$ cat src/rtl/comparator_event_pkg.sv
package comparator_event_pkg;

   // ---------------------------------------------------------------
   // Register byte addresses
   // ---------------------------------------------------------------
   localparam logic [7:0] CTRL_ADDR = 8'h00;
   localparam logic [7:0] MASKSRC_ADDR = 8'h04;
   localparam logic [7:0] SHARED_STAT_ADDR = 8'h08;
   localparam logic [7:0] IRQ_STAT_ADDR = 8'h0c;
   localparam logic [7:0] IRQ_MASK_ADDR = 8'h10;

   // ---------------------------------------------------------------
   // Control register fields
   // ---------------------------------------------------------------
   localparam int ENABLE_BIT = 15;
   localparam int PIN_OE_BIT = 14;
   localparam int INVERT_BIT = 13;
   localparam int EVENT_FLAG_BIT = 9;
   localparam int RESULT_BIT = 8;
   localparam int EDGE_SEL_LSB = 6;
   localparam int REF_SEL_BIT = 4;
   localparam int CHAN_SEL_LSB = 0;
   localparam logic [15:0] CTRL_RESET = 16'h0000;

   // ---------------------------------------------------------------
   // Mask source fields
   // ---------------------------------------------------------------
   localparam int MASK_A_LSB = 0;
   localparam int MASK_B_LSB = 4;
   localparam int MASK_C_LSB = 8;
   localparam logic [15:0] MASKSRC_WRITABLE = 16'h0fff;
   localparam logic [15:0] MASKSRC_RESET = 16'h0000;
   localparam logic [3:0] SRC_FAULT_TWO = 4'he;
   localparam logic [3:0] SRC_FAULT_FOUR = 4'hf;
   localparam logic [3:0] SRC_PWM_LAST = 4'h5;

   // ---------------------------------------------------------------
   // Shared status positions of this comparator
   // ---------------------------------------------------------------
   localparam int SHARED_EVENT_BIT = 11;
   localparam int SHARED_RESULT_BIT = 3;

   // Interrupt status/mask: bit 0 is the comparator event
   localparam int IRQ_EVENT_BIT = 0;
   localparam logic IRQ_MASK_RESET = 1'b0;

   // AXI responses
   localparam logic [1:0] RESP_OKAY = 2'b00;
   localparam logic [1:0] RESP_SLVERR = 2'b10;

   // Edge selection modes
   typedef enum logic [1:0] {
      EDGE_NONE = 2'b00,
      EDGE_RISE = 2'b01,
      EDGE_FALL = 2'b10,
      EDGE_ANY = 2'b11
   } edge_mode_t;

endpackage

$ cat src/rtl/comparator_event_and_mask_select.sv
`timescale 1ns/1ps
`default_nettype none

module comparator_event_and_mask_select
   import comparator_event_pkg::*;
#(
   parameter logic [3:0] MINUS_PRESENT = 4'hf,
   parameter logic PLUS_PIN_PRESENT = 1'b1
) (
   input wire logic ref_clk,
   input wire logic rst,
   // AXI4-Lite slave
   input wire logic [7:0] s_axi_awaddr,
   input wire logic s_axi_awvalid,
   output logic s_axi_awready,
   input wire logic [31:0] s_axi_wdata,
   input wire logic [3:0] s_axi_wstrb,
   input wire logic s_axi_wvalid,
   output logic s_axi_wready,
   output logic [1:0] s_axi_bresp,
   output logic s_axi_bvalid,
   input wire logic s_axi_bready,
   input wire logic [7:0] s_axi_araddr,
   input wire logic s_axi_arvalid,
   output logic s_axi_arready,
   output logic [31:0] s_axi_rdata,
   output logic [1:0] s_axi_rresp,
   output logic s_axi_rvalid,
   input wire logic s_axi_rready,
   // Analog comparator side
   input wire logic compareRaw,
   output logic comparatorEnable,
   output logic plusInputReferenceSelect,
   output logic plusInputGroundTie,
   output logic [1:0] minusInputChannelSelect,
   output logic minusInputGroundTie,
   // Output pin
   output logic comparatorFourOutputPin,
   output logic comparatorFourOutputPinOe,
   // Event outputs
   output logic comparatorTrigger,
   output logic comparatorEvent,
   output logic irq,
   // Blanking sources
   input wire logic pwmGen1Low,
   input wire logic pwmGen1High,
   input wire logic pwmGen2Low,
   input wire logic pwmGen2High,
   input wire logic pwmGen3Low,
   input wire logic pwmGen3High,
   input wire logic faultInputTwo,
   input wire logic faultInputFour,
   output logic maskA,
   output logic maskB,
   output logic maskC
);

   // ---------------------------------------------------------------
   // Register state
   // ---------------------------------------------------------------
   logic enableBit;
   logic pinOeBit;
   logic invertBit;
   logic stickyEventFlag;
   logic resultStatus;
   edge_mode_t edgeMode;
   logic refSelBit;
   logic [1:0] chanSel;
   logic [15:0] maskSourceSelect;
   logic [15:0] ctrlRead;
   logic irqStatus;
   logic irqMask;

   // ---------------------------------------------------------------
   // AXI write channel state
   // ---------------------------------------------------------------
   logic awHeld;
   logic wHeld;
   logic [7:0] awAddr;
   logic [31:0] wData;
   logic [3:0] wStrb;
   logic bValid;
   logic [1:0] bResp;

   // Address and data are caught separately, in either order
   assign s_axi_awready = !awHeld && !bValid;
   assign s_axi_wready = !wHeld && !bValid;
   assign s_axi_bvalid = bValid;
   assign s_axi_bresp = bResp;

   wire awTake = s_axi_awvalid && s_axi_awready;
   wire wTake = s_axi_wvalid && s_axi_wready;
   wire doWrite = awHeld && wHeld && !bValid;

   // Write decode; only the low two byte lanes hold register bits
   wire wrCtrl = doWrite && (awAddr == CTRL_ADDR);
   wire wrMaskSrc = doWrite && (awAddr == MASKSRC_ADDR);
   wire wrIrqStat = doWrite && (awAddr == IRQ_STAT_ADDR);
   wire wrIrqMask = doWrite && (awAddr == IRQ_MASK_ADDR);
   wire wrShared = doWrite && (awAddr == SHARED_STAT_ADDR);
   wire wrHit = wrCtrl || wrMaskSrc || wrIrqStat || wrIrqMask || wrShared;
   wire [15:0] laneMask = {{8{wStrb[1]}}, {8{wStrb[0]}}};
   wire [15:0] ctrlOld = ctrlRead;
   wire [15:0] ctrlNew = (wData[15:0] & laneMask) | (ctrlOld & ~laneMask);
   wire [15:0] maskSrcNew =
      ((wData[15:0] & laneMask) | (maskSourceSelect & ~laneMask)) & MASKSRC_WRITABLE;

   // Address/data holding and write response
   always_ff @(posedge ref_clk) begin
      if (rst) begin
         awHeld <= 1'b0;
         wHeld <= 1'b0;
         awAddr <= 8'h00;
         wData <= 32'h0000_0000;
         wStrb <= 4'h0;
         bValid <= 1'b0;
         bResp <= RESP_OKAY;
      end else begin
         if (awTake) begin
            awHeld <= 1'b1;
            awAddr <= {s_axi_awaddr[7:2], 2'b00};
         end
         if (wTake) begin
            wHeld <= 1'b1;
            wData <= s_axi_wdata;
            wStrb <= s_axi_wstrb;
         end
         if (doWrite) begin
            awHeld <= 1'b0;
            wHeld <= 1'b0;
            bValid <= 1'b1;
            bResp <= wrHit ? RESP_OKAY : RESP_SLVERR;
         end else if (bValid && s_axi_bready) begin
            bValid <= 1'b0;
         end
      end
   end

   // ---------------------------------------------------------------
   // Comparator result path
   // ---------------------------------------------------------------
   logic syncFirst;
   logic syncSecond;
   logic rawPrev;

   // Two-flop synchroniser; only syncSecond feeds any logic
   always_ff @(posedge ref_clk) begin
      if (rst) begin
         syncFirst <= 1'b0;
         syncSecond <= 1'b0;
         rawPrev <= 1'b0;
      end else begin
         syncFirst <= compareRaw;
         syncSecond <= syncFirst;
         rawPrev <= syncSecond;
      end
   end

   // Edges are taken on the raw sample, so toggling the inversion bit
   // does not itself look like a comparator transition.
   wire rawRise = syncSecond && !rawPrev;
   wire rawFall = !syncSecond && rawPrev;
   wire adjRise = invertBit ? rawFall : rawRise;
   wire adjFall = invertBit ? rawRise : rawFall;
   wire adjResult = syncSecond ^ invertBit;

   // Edge qualification per mode
   logic edgeHit;
   always_comb begin
      case (edgeMode)
         EDGE_ANY: edgeHit = rawRise || rawFall;
         EDGE_FALL: edgeHit = adjFall;
         EDGE_RISE: edgeHit = adjRise;
         EDGE_NONE: edgeHit = 1'b0;
         default: edgeHit = 1'b0;
      endcase
   end

   // An event needs the comparator on and the sticky flag clear
   wire fire = edgeHit && enableBit && !stickyEventFlag;

   // Software clears the flag by writing zero; a new event wins
   wire flagClear = wrCtrl && wStrb[1] && !wData[EVENT_FLAG_BIT];
   wire irqClear = wrIrqStat && wStrb[0] && wData[IRQ_EVENT_BIT];

   // ---------------------------------------------------------------
   // Control register, sticky flag and event outputs
   // ---------------------------------------------------------------
   always_ff @(posedge ref_clk) begin
      if (rst) begin
         enableBit <= CTRL_RESET[ENABLE_BIT];
         pinOeBit <= CTRL_RESET[PIN_OE_BIT];
         invertBit <= CTRL_RESET[INVERT_BIT];
         edgeMode <= edge_mode_t'(CTRL_RESET[EDGE_SEL_LSB +: 2]);
         refSelBit <= CTRL_RESET[REF_SEL_BIT];
         chanSel <= CTRL_RESET[CHAN_SEL_LSB +: 2];
         stickyEventFlag <= CTRL_RESET[EVENT_FLAG_BIT];
         resultStatus <= CTRL_RESET[RESULT_BIT];
         comparatorTrigger <= 1'b0;
         comparatorEvent <= 1'b0;
      end else begin
         if (wrCtrl) begin
            enableBit <= ctrlNew[ENABLE_BIT];
            pinOeBit <= ctrlNew[PIN_OE_BIT];
            invertBit <= ctrlNew[INVERT_BIT];
            edgeMode <= edge_mode_t'(ctrlNew[EDGE_SEL_LSB +: 2]);
            refSelBit <= ctrlNew[REF_SEL_BIT];
            chanSel <= ctrlNew[CHAN_SEL_LSB +: 2];
         end
         if (fire)
            stickyEventFlag <= 1'b1;
         else if (flagClear)
            stickyEventFlag <= 1'b0;
         // Status reads zero while off, the inverted sense when inverting
         resultStatus <= enableBit && adjResult;
         comparatorTrigger <= fire;
         comparatorEvent <= fire;
      end
   end

   // ---------------------------------------------------------------
   // Interrupt status and mask
   // ---------------------------------------------------------------
   always_ff @(posedge ref_clk) begin
      if (rst) begin
         irqStatus <= 1'b0;
         irqMask <= IRQ_MASK_RESET;
      end else begin
         if (fire)
            irqStatus <= 1'b1;
         else if (irqClear)
            irqStatus <= 1'b0;
         if (wrIrqMask && wStrb[0])
            irqMask <= wData[IRQ_EVENT_BIT];
      end
   end

   assign irq = irqStatus && irqMask;

   // ---------------------------------------------------------------
   // Output pin
   // ---------------------------------------------------------------
   // Registered so the pin never glitches on mux changes
   always_ff @(posedge ref_clk) begin
      if (rst) begin
         comparatorFourOutputPin <= 1'b0;
         comparatorFourOutputPinOe <= 1'b0;
      end else begin
         comparatorFourOutputPin <= enableBit && adjResult;
         comparatorFourOutputPinOe <= pinOeBit;
      end
   end

   // ---------------------------------------------------------------
   // Analog input selection
   // ---------------------------------------------------------------
   assign comparatorEnable = enableBit;
   assign plusInputReferenceSelect = refSelBit;
   assign minusInputChannelSelect = chanSel;
   // Absent inputs are grounded rather than left floating
   assign plusInputGroundTie = !refSelBit && !PLUS_PIN_PRESENT;
   assign minusInputGroundTie = !MINUS_PRESENT[chanSel];

   // ---------------------------------------------------------------
   // Mask source selection
   // ---------------------------------------------------------------
   logic [2:0] maskPick;
   wire [7:0] sourceBus = {faultInputFour, faultInputTwo, pwmGen3High, pwmGen3Low,
                           pwmGen2High, pwmGen2Low, pwmGen1High, pwmGen1Low};
   localparam int MASK_LSB [3] = '{MASK_A_LSB, MASK_B_LSB, MASK_C_LSB};

   // Reserved codes blank nothing: the source reads as zero
   genvar g;
   generate
      for (g = 0; g < 3; g = g + 1) begin : gMask
         wire [3:0] code = maskSourceSelect[MASK_LSB[g] +: 4];
         wire isPwm = code <= SRC_PWM_LAST;
         wire [2:0] idx = isPwm ? code[2:0] :
                          (code == SRC_FAULT_TWO) ? 3'h6 : 3'h7;
         wire valid = isPwm || (code == SRC_FAULT_TWO) || (code == SRC_FAULT_FOUR);
         always_ff @(posedge ref_clk) begin
            if (rst)
               maskPick[g] <= 1'b0;
            else
               maskPick[g] <= valid && sourceBus[idx];
         end
      end
   endgenerate

   assign maskA = maskPick[0];
   assign maskB = maskPick[1];
   assign maskC = maskPick[2];

   // Mask source register; unimplemented top nibble stays zero
   always_ff @(posedge ref_clk) begin
      if (rst)
         maskSourceSelect <= MASKSRC_RESET;
      else if (wrMaskSrc)
         maskSourceSelect <= maskSrcNew;
   end

   // ---------------------------------------------------------------
   // Read path
   // ---------------------------------------------------------------
   logic rValid;
   logic [31:0] rData;
   logic [1:0] rResp;
   logic [15:0] sharedRead;

   // Control register image, reserved bits zero
   always_comb begin
      ctrlRead = 16'h0000;
      ctrlRead[ENABLE_BIT] = enableBit;
      ctrlRead[PIN_OE_BIT] = pinOeBit;
      ctrlRead[INVERT_BIT] = invertBit;
      ctrlRead[EVENT_FLAG_BIT] = stickyEventFlag;
      ctrlRead[RESULT_BIT] = resultStatus;
      ctrlRead[EDGE_SEL_LSB +: 2] = edgeMode;
      ctrlRead[REF_SEL_BIT] = refSelBit;
      ctrlRead[CHAN_SEL_LSB +: 2] = chanSel;
   end

   // Shared status mirrors this comparator's flag and result
   always_comb begin
      sharedRead = 16'h0000;
      sharedRead[SHARED_EVENT_BIT] = stickyEventFlag;
      sharedRead[SHARED_RESULT_BIT] = resultStatus;
   end

   wire [7:0] rdAddr = {s_axi_araddr[7:2], 2'b00};
   wire rdCtrl = rdAddr == CTRL_ADDR;
   wire rdMaskSrc = rdAddr == MASKSRC_ADDR;
   wire rdShared = rdAddr == SHARED_STAT_ADDR;
   wire rdIrqStat = rdAddr == IRQ_STAT_ADDR;
   wire rdIrqMask = rdAddr == IRQ_MASK_ADDR;
   wire rdHit = rdCtrl || rdMaskSrc || rdShared || rdIrqStat || rdIrqMask;
   wire [15:0] rdWord = rdCtrl ? ctrlRead :
                        rdMaskSrc ? maskSourceSelect :
                        rdShared ? sharedRead :
                        rdIrqStat ? {15'h0000, irqStatus} :
                        rdIrqMask ? {15'h0000, irqMask} : 16'h0000;

   assign s_axi_arready = !rValid;
   assign s_axi_rvalid = rValid;
   assign s_axi_rdata = rData;
   assign s_axi_rresp = rResp;

   // One read in flight; data captured at the address handshake
   always_ff @(posedge ref_clk) begin
      if (rst) begin
         rValid <= 1'b0;
         rData <= 32'h0000_0000;
         rResp <= RESP_OKAY;
      end else if (s_axi_arvalid && !rValid) begin
         rValid <= 1'b1;
         rData <= {16'h0000, rdWord};
         rResp <= rdHit ? RESP_OKAY : RESP_SLVERR;
      end else if (rValid && s_axi_rready) begin
         rValid <= 1'b0;
      end
   end

endmodule // comparator_event_and_mask_select

`default_nettype wire

$ cat config.mk
export PLATFORM = sky130hd
export DESIGN_NAME = comparator_event_and_mask_select
export DESIGN_NICKNAME = d
export VERILOG_FILES = /design/src/rtl/comparator_event_pkg.sv /design/src/rtl/comparator_event_and_mask_select.sv
export SDC_FILE = /design/constraint.sdc
export NUM_CORES = 1
export LEC_CHECK = 0
export ABC_AREA = 1
export BUFFER_PORTS_ARGS = -buffer_cell sky130_fd_sc_hd__buf_4
export CORE_MARGIN = 2
export CORE_UTILIZATION = 50
export CTS_CLUSTER_SIZE = 12
export DETAILED_ROUTE_END_ITERATION = 10
export GPL_TIMING_DRIVEN = 0
export PLACE_DENSITY = 0.82
export SLEW_MARGIN = 25
export SYNTH_ARGS = -nofsm -noshare
export SYNTH_HDL_FRONTEND = slang
export SYNTH_SLANG_ARGS = --single-unit
$ cat constraint.sdc
create_clock -name ref_clk -period 1.7 [get_ports ref_clk]
set_clock_uncertainty 0.1 [all_clocks]
set_input_delay 0.17 -clock ref_clk [delete_from_list [all_inputs] [get_ports ref_clk]]
set_output_delay 0.17 -clock ref_clk [all_outputs]
set_load 0.005 [all_outputs]
* Yosys cells after proc, flatten, opt, wreduce, memory -nomap -nowiden
Index checks and enable logic that the tools add are counted.
** Operators by class
- Equality and inequality tests :: 17
- $lt $le $gt $ge :: 7
- Mux-type cells :: 32
- Bitwise operators :: 7
- Reduce and logical (&&, ||, !) cells :: 60
** Operator list (number)
- 16-bit AND :: 2
- 1-bit logical AND :: 28
- 4-bit == test, second input constant :: 6
- 6-bit by 2-bit == test with 1-bit output, second input constant :: 4
- 12-bit two-way mux :: 2
- 1-bit two-way mux :: 19
- 8-bit zero test :: 2
- 16-bit two-way mux :: 1
- 16-bit inverter :: 1
- 16-bit OR :: 1
- 1-bit logical OR :: 15
- 12-bit AND :: 1
- 6-bit by 1-bit == test with 1-bit output, second input constant :: 2
- 6-bit by 3-bit == test with 1-bit output, second input constant :: 2
- 4-bit by 3-bit <= comparator with 1-bit output, second input constant :: 3
- 3-bit by 4-bit < comparator with 1-bit output, second input constant :: 3
- 12-bit OR :: 1
- 1-bit binary-select mux with 3-bit select :: 3
- 1-bit zero test :: 9
- 3-bit two-way mux :: 3
- 2-bit nonzero test :: 4
- 2-bit == test, second input constant :: 2
- 2-bit two-way mux :: 2
- 1-bit one-hot mux with 4 select lines :: 1
- 6 further kinds :: 6
** Storage, ports and cells
- Logic and storage cells :: 152
- Bits in registers :: 80
- Output and inout port bits :: 55
- Input bits :: 68

* Logic depth before layout (Yosys ltp)
Gate-level depths: netlist of run 1.
- Depth after elaboration :: 8
- Depth in mapped cells :: 8
- Gate-level depth less buffers :: 8

* Worst setup path after synthesis of run 1
Ideal clock, no wire load.
- Path type :: register -> register
- Start :: register syncSecond
- End :: register irqStatus
- Stages on the path, launching flop included :: 8
- Setup time :: 122 ps
- Path slack :: 345 ps
- Buffers on the path :: 0
- Arrival time :: 1133 ps
- Required time :: 1478 ps
- Period minus slack after synthesis :: 1355 ps
- Path through :: dfxtp_1 -> inv_1 -> ha_1 -> or2_2 -> o211ai_1 -> nand2_1 -> nand2_1 -> o21ai_0
** On the way
- Cells in the longest elaborated chain, start to end :: 7
- Elaborated cells between the ends (all ways) :: 11
- Those cells by class :: 4 x mux; 7 x reduce/logical
** RTL lines
- from (decl) :: line comparator_event_and_mask_select.sv:143 : logic syncSecond;
- from (signal assigned) :: line comparator_event_and_mask_select.sv:154 : syncSecond <= syncFirst;
- 1-bit zero test :: line comparator_event_and_mask_select.sv:162 : wire rawFall = !syncSecond && rawPrev;
- 1-bit logical AND :: line comparator_event_and_mask_select.sv:162
- 1-bit two-way mux, or another cell as far along :: line comparator_event_and_mask_select.sv:163 : wire adjRise = invertBit ? rawFall : rawRise;
- 1-bit one-hot mux with 4 select lines * :: line comparator_event_and_mask_select.sv:170 : case (edgeMode)
- 1-bit logical AND * (2 in series) :: line comparator_event_and_mask_select.sv:180 : wire fire = edgeHit && enableBit && !stickyEventFlag;
- 1-bit two-way mux or 2-bit nonzero test (tied branches)
- to (signal assigned) :: line comparator_event_and_mask_select.sv:226 : irqStatus <= 1'b0;
- to (signal assigned) :: line comparator_event_and_mask_select.sv:230 : irqStatus <= 1'b1;
- to (signal assigned) :: line comparator_event_and_mask_select.sv:232 : irqStatus <= 1'b0;
- to (decl) :: line comparator_event_and_mask_select.sv:71 : logic irqStatus;
Mark *: on every way between the ends. The rest lies on a longest branch, timed or not.
A chain may end at the register's enable or synchronous reset.

* Worst setup path in the final report of run 1
- Start :: register bValid, in the netlist s_axi_bvalid
- End :: register wData[6]
** On the way
- Cells in the longest elaborated chain, start to end :: 3
** RTL lines
- from (decl) :: line comparator_event_and_mask_select.sv:82 : logic bValid;
- from (signal assigned) :: line comparator_event_and_mask_select.sv:116 : bValid <= 1'b0;
- from (signal assigned) :: line comparator_event_and_mask_select.sv:131 : bValid <= 1'b1;
- from (signal assigned) :: line comparator_event_and_mask_select.sv:134 : bValid <= 1'b0;
- 1-bit zero test :: line comparator_event_and_mask_select.sv:87 : assign s_axi_wready = !wHeld && !bValid;
- 1-bit logical AND :: line comparator_event_and_mask_select.sv:87
- 1-bit logical AND :: line comparator_event_and_mask_select.sv:92 : wire wTake = s_axi_wvalid && s_axi_wready;
- to (signal assigned) :: line comparator_event_and_mask_select.sv:125 : wData <= s_axi_wdata;
- to (decl) :: line comparator_event_and_mask_select.sv:80 : logic [31:0] wData;
No other way between the ends.

==> impl_metrics.tcl, run 1 <==
set metrics [dict create \
    viasPerCell 4.82 \
    outcome "complete, no violations" \
    fin_area_sq_mm 0.00472 \
    dr.pass1.iters 5 \
    die_area_sq_mm 0.00768 \
    path_max_fanout 10 \
    path_clk_slew_ns 0.08 \
    cts-root-buf "clkbuf_8" \
    setup_tns_ns 0 \
    reg2reg_setup_slack_ns 0.16 \
    ios 123 \
    yosys_register_bits 76 \
    ys_seq_area_share_pct 43.5 \
    post-route-util_pct 69.4 \
    cp-start-kind "register" \
    drt-initial-drc-count 251 \
    post-route-period-util_pct 90.6 \
    cts_htree_levels 3 \
    critical_path_required_ns 1.84 \
    place_congestion 0.919 \
    cellPowerDensity_mw_per_mm2 861 \
    hold_violations 0 \
    fillers 567 \
    cpMostUsedCell "nor2_1" \
    numCtsBuffers 9 \
    synthDominantCellAreaShare_pct 43.5 \
    antenna_cells 0 \
    maxSlewHeadroom_pct 56.3 \
    synth_compound_area_share_pct 11.1 \
    arrival_ns 1.68 \
    synthSimpleGateAreaFrac_pct 31.9 \
    rsz0062_at_grt "false" \
    vias 3552 \
    clock-sinks 76 \
    hold_slack_ns 0.0103 \
    antenna_found_initial 0 \
    finalSetupViolations 0 \
    crit_slowest_cell "dfxtp_1" \
    syn_area_sq_mm 0.00350 \
    fin_crit_ns 1.54 \
    path_buf_inv 1 \
    syn_inst 507 \
    avgSynthCellArea_sq_um 6.90 \
    synth_top_area_cell "dfxtp_1" \
    routed_wl_um 8730 \
    coreArea_sq_mm 0.00679 \
    multi_input_area_sq_mm 0.00161 \
    layout_commonest_cell "nor2_1" \
    ant_nets 0 \
    p_leak_uw 0.00236 \
    fmaxAchievable_ghz 0.649 \
    postPlaceCellArea_sq_mm 0.00427 \
    wire_per_inst_um 11.8 \
    cts_max_path_buffers 2 \
    drv_cap 0 \
    die_h_um 87.6 \
    synth_top_family_by_area "simple AND/OR/NAND/NOR gates" \
    cts_tree "yes" \
    min_path_type "input port to register" \
    grt_pass1_wl_um 13900 \
    drive_gt1_share_pct 21.1 \
    worstMarginPinSlew_ns 0.655 \
    synthTopCellsByArea "dfxtp_1, nor2_1, nand2_1" \
    slew_violations 0 \
    criticalPathCategory "register to register" \
    path_delay_family "simple AND/OR/NAND/NOR gates" \
    post-dp-hpwl_um 6470 \
    power.total_uw 4060 \
    nets 706 \
    rows 30 \
    grt_max_degree 13 \
    path_cells "nor2_1, nand2_2, clkbuf_1, o21ai_0, nor2_1" \
    postCtsSetupBuffers 0 \
    max_stage_delay_ns 0.34 \
    ys_warn_count 0 \
    initial_core_util_pct 51.5 \
    ir_drop_v 0.000561 \
    synthDistinctLibCells 26 \
    yosys.area_share.xor_xnor_pct 0 \
    synthMuxAreaShare_pct 0 \
    grt_pass1_vias 3180 \
    grt_use_total_pct 23.2 \
    area_delta_synth_final_pct 34.8 \
    die_x_um 87.6 \
    portBuffers 77 \
    overflow 0 \
    synthAdderAreaFrac_pct 0.715 \
    mostFrequentLayoutCells "nor2_1, buf_4, nand2_1, dfxtp_1, o21ai_0" \
    worstSetupEndpointType "register" \
    insertion_delay_ns 0.35 \
    drc 0 \
    regArea_sq_mm 0.00152 \
]
## final cells by class
type / count / share of cell area [%]
Timing Repair Buffer: 98 / 16.7
Sequential cell: 76 / 32.3
Buffer: 37 / 5.33
Tap cell: 96 / 2.55
Clock buffer: 12 / 3.50
Clock inverter: 4 / 1.49
Inverter: 51 / 4.06
Multi-Input combinational cell: 363 / 34.1
## through the flow
step / std cells / setup slack [ns]
4_1_cts: 737 / 0.183
3_3_place_gp: 700 / 0.195
2_1_floorplan: 527 / 0.345
6_report: 737 / 0.160
5_1_grt: 737 / 0.0383
3_5_place_dp: 700 / 0.197
## cells by family (layout without fill, tap and decap cells)
group	Yosys count	in the layout
AOI/OAI and AO/OA	73	73
adders and majority gates	2	2
buffers and inverters	88	202
DFF	76	76
other	1	21
and+or+nand+nor	267	267
## worst register-to-register path: stages, from the launching register on
cell and delay (ns):
dfxtp_1 0.34, nor2_1 0.22, nand2_2 0.16, clkbuf_1 0.26, o21ai_0 0.30, nor2_1 0.06
## cells in the mapped netlist
| cell | count |
|---|---|
| a211oi_1 | 4 |
| a21oi_1 | 14 |
| buf_2 | 2 |
| buf_4 | 25 |
| buf_6 | 2 |
| clkbuf_1 | 7 |
| clkbuf_2 | 1 |
| conb_1 | 1 |
| dfxtp_1 | 76 |
| ha_1 | 2 |
| inv_1 | 49 |
| inv_2 | 2 |
| nand2_1 | 97 |
| nand2_2 | 1 |
| nand3_1 | 21 |
| nand3_2 | 2 |
| nand3_4 | 2 |
| nand4_1 | 6 |
| nor2_1 | 130 |
| nor2_2 | 1 |
| nor2_4 | 3 |
| nor3_1 | 3 |
| o211ai_1 | 4 |
| o21a_1 | 1 |
| o21ai_0 | 50 |
| or2_2 | 1 |
## path summary, 6_finish.rpt
kind | startpoint | endpoint | cells past startpoint
worst min register to register | syncFirst$_SDFF_PP0_ | syncSecond$_SDFF_PP0_ | 2
worst max register to register | s_axi_bvalid$_SDFFE_PP0P_ | wData[6]$_SDFFE_PP0P_ | 5
worst max-delay path | s_axi_bvalid$_SDFFE_PP0P_ | wData[6]$_SDFFE_PP0P_ | 5
worst min-delay path | s_axi_wdata[15] | wData[15]$_SDFFE_PP0P_ | 3
## timing repair
item | 4_1_cts | 5_1_grt
endpoints found under the setup margin | 0 | 0
hold endpoints to repair | 21 | 0
resized for setup | 0 | 0
hold buffers | 21 | 0
## power by group
part | internal [uW] | leakage [uW] | switching [uW]
sequential | 1870 | 0.000622 | 65.0
clock | 942 | 0.000122 | 650
combinational | 263 | 0.00161 | 275
## per-layer routing
metal | part of all wire, % | global-route usage [%] | vias to the layer above
met2 | 47 | 38.8 | 164
met5 | 0 | 0 | -
met4 | 2.7 | 11.6 | 0
met1 | 43 | 29.0 | 1552
li1 | - | - | 1809
met3 | 7.8 | 3.77 | 27
No activity file was read; power rests on OpenSTA's default activity.
==> run 2, diff against run 1 <==
--- a/config.mk
+++ b/config.mk
@@ -8,4 +8,5 @@
 export ABC_AREA = 1
 export BUFFER_PORTS_ARGS = -buffer_cell sky130_fd_sc_hd__buf_4
+export CORE_ASPECT_RATIO = 1.1
 export CORE_MARGIN = 2
 export CORE_UTILIZATION = 50
@@ -13,5 +14,5 @@
 export DETAILED_ROUTE_END_ITERATION = 10
 export GPL_TIMING_DRIVEN = 0
-export PLACE_DENSITY = 0.82
+export PLACE_DENSITY = 0.8
 export SLEW_MARGIN = 25
 export SYNTH_ARGS = -nofsm -noshare
==> constraint.sdc (replaced) <==
create_clock -name ref_clk -period 1.7 [get_ports ref_clk]
set_clock_uncertainty 0.1 [all_clocks]
set_input_delay 0.085 -clock ref_clk [delete_from_list [all_inputs] [get_ports ref_clk]]
set_output_delay 0.085 -clock ref_clk [all_outputs]
set_load 0.005 [all_outputs]
==> run 2 against run 1 <==
Net effect: first-iteration DRC count down 19%; largest cell class unchanged; combinational power rose by 4%; critical endpoint is now irqStatus$_SDFFE_PP0P_; cell area shrank 0.77%; highest routed layer unchanged.
==> impl_metrics.tcl, run 2 (same netlist as run 1, synthesis figures left out) <==
set metrics [dict create \
    comb_power_share_pct 15.0 \
    coreArea_sq_mm 0.00667 \
    grt_pass1_vias 3431 \
    hold_violations 0 \
    mostFrequentLayoutCells "nor2_1, buf_4, nand2_1, dfxtp_1, o21ai_0" \
    wire_per_inst_um 13.0 \
    cts_tree "yes" \
    intPower_uw 2690 \
    drt-initial-drc-count 204 \
    antenna_found_initial 0 \
    r2r-end "irqStatus$_SDFFE_PP0P_" \
    critPathCapture "irqStatus$_SDFFE_PP0P_" \
    drc 0 \
    die_h_um 91.7 \
    clock-sinks 76 \
    nets 711 \
    post-dp-hpwl_um 6750 \
    routed_wl_um 9480 \
    die_area_sq_mm 0.00768 \
    die_x_um 83.8 \
    setup_tns_ns 0 \
    finalSetupViolations 0 \
    worstReg2RegStart "syncSecond$_SDFF_PP0_" \
    grt_use_total_pct 25.8 \
    maxSlewHeadroom_pct 54.9 \
    netSwitchingFraction_pct 27.4 \
    hold_slack_ns 0.0151 \
    dr.pass1.iters 4 \
    reg2reg_setup_slack_ns 0.15 \
    grt_pass1_wl_um 15800 \
    insertion_delay_ns 0.35 \
    slew_violations 0 \
    worstSetupEndpointType "register" \
    fin_crit_ns 1.55 \
    cts-resized-gates 0 \
    critical_path_required_ns 1.84 \
    fmaxAchievable_ghz 0.647 \
    grt_max_degree 13 \
    layout_commonest_cell "nor2_1" \
    area_delta_synth_final_pct 33.8 \
    worstMarginPinSlew_ns 0.676 \
    overflow 0 \
    p_seq_share_pct 52.1 \
    drv_cap 0 \
    post-route-period-util_pct 91.0 \
    cellPowerDensity_mw_per_mm2 792 \
    path_max_fanout 4 \
    ios 123 \
    outcome "complete, no violations" \
    place_congestion 0.868 \
    arrival_ns 1.68 \
    cts_max_path_buffers 2 \
    viasPerCell 4.86 \
    initial_core_util_pct 52.4 \
    criticalPathCategory "register to register" \
    crit_path_start "syncSecond$_SDFF_PP0_" \
    min_path_type "input port to register" \
    cts_htree_levels 3 \
    antenna_cells 0 \
    clkPwrFrac_pct 32.8 \
    numCtsBuffers 9 \
    cts-root-buf "clkbuf_8" \
    p_leak_uw 0.00235 \
    rsz0062_at_grt "false" \
    path_clk_slew_ns 0.08 \
    drive_gt1_share_pct 20.8 \
    rows 31 \
    p_sw_uw 1010 \
    portBuffers 77 \
    ir_drop_v 0.000496 \
    cp-start-kind "register" \
    vias 3533 \
    ant_nets 0 \
    r2r_cells 7 \
]
run 2: cell count changes in the layout (fill, tap and decap cells not counted):
cell	delta
dlygate4sd3_1	+5
bufinv_16	-2
clkinv_2	+2
clkbuf_8	-2
clkinv_4	+1
run 2: how the worst min path moves through the flow:
stage                     from                          end  slack, ns  depth (start not counted)
floorplan           compareRaw         syncFirst$_SDFF_PP0_       0.09                          2
global placement    compareRaw         syncFirst$_SDFF_PP0_       0.18                          3
detailed placement  compareRaw         syncFirst$_SDFF_PP0_       0.19                          3
CTS                        rst  s_axi_rdata[1]$_SDFFE_PP0P_      0.003                          4
global route               rst  s_axi_rdata[1]$_SDFFE_PP0P_       0.03                          4
finish                     rst  s_axi_rdata[1]$_SDFFE_PP0P_       0.02                          4
run 2: what timing repair did:
action	4_1_cts	5_1_grt
endpoints found under the hold margin	26	0
endpoints found under the setup margin	0	0
buffers inserted	0	0
hold buffers	26	0
run 2: power groups by stage:
stage               sequential (uW)  combinational (uW)  clock, uW
floorplan                      1960                 299          0
global placement               1970                 486          0
detailed placement             1970                 497          0
CTS                            1930                 546       1220
global route                   1940                 623       1320
finish                         1930                 557       1220
run 2: cell type report:
| type | instances | area (sq um) |
|---|---|---|
| Timing Repair Buffer | 103 | 838 |
| Multi-Input combinational cell | 363 | 1610 |
| Fill cell | 600 | 1990 |
| Sequential cell | 76 | 1520 |
| Tap cell | 82 | 103 |
| Clock buffer | 10 | 138 |
| Clock inverter | 5 | 28.8 |
| Buffer | 37 | 251 |
| Inverter | 51 | 191 |
run 2: critical path, stage by stage, from the launching register on:
cell,delay (ns)
dfxtp_1,0.38
inv_1,0.07
ha_1,0.21
or2_2,0.28
o211ai_1,0.09
nand2_1,0.07
nand2_1,0.12
o21ai_0,0.11
run 2: through the flow:
stage	util (%)	total power, uW	instance area [sq um]	std cells	setup WS, ns
after floorplan	-	2260	3570	527	0.345
after global placement	63.8	2450	4250	686	0.241
after detailed placement	63.8	2470	4250	686	0.220
after CTS	70.2	3700	4680	727	0.195
after global routing	70.2	3880	4680	727	0.0174
final	70.2	3710	4680	727	0.154
run 2: layer usage:
metal / wire length [um] / global-route usage [%] / vias to the layer above / share of wire, %
li1: - / - / 1821 / -
met5: 0 / 0 / - / 0
met2: 4690 / 45.9 / 128 / 49
met4: 150 / 8.33 / 0 / 1.6
met1: 3960 / 30.6 / 1570 / 42
met3: 677 / 5.85 / 14 / 7.1
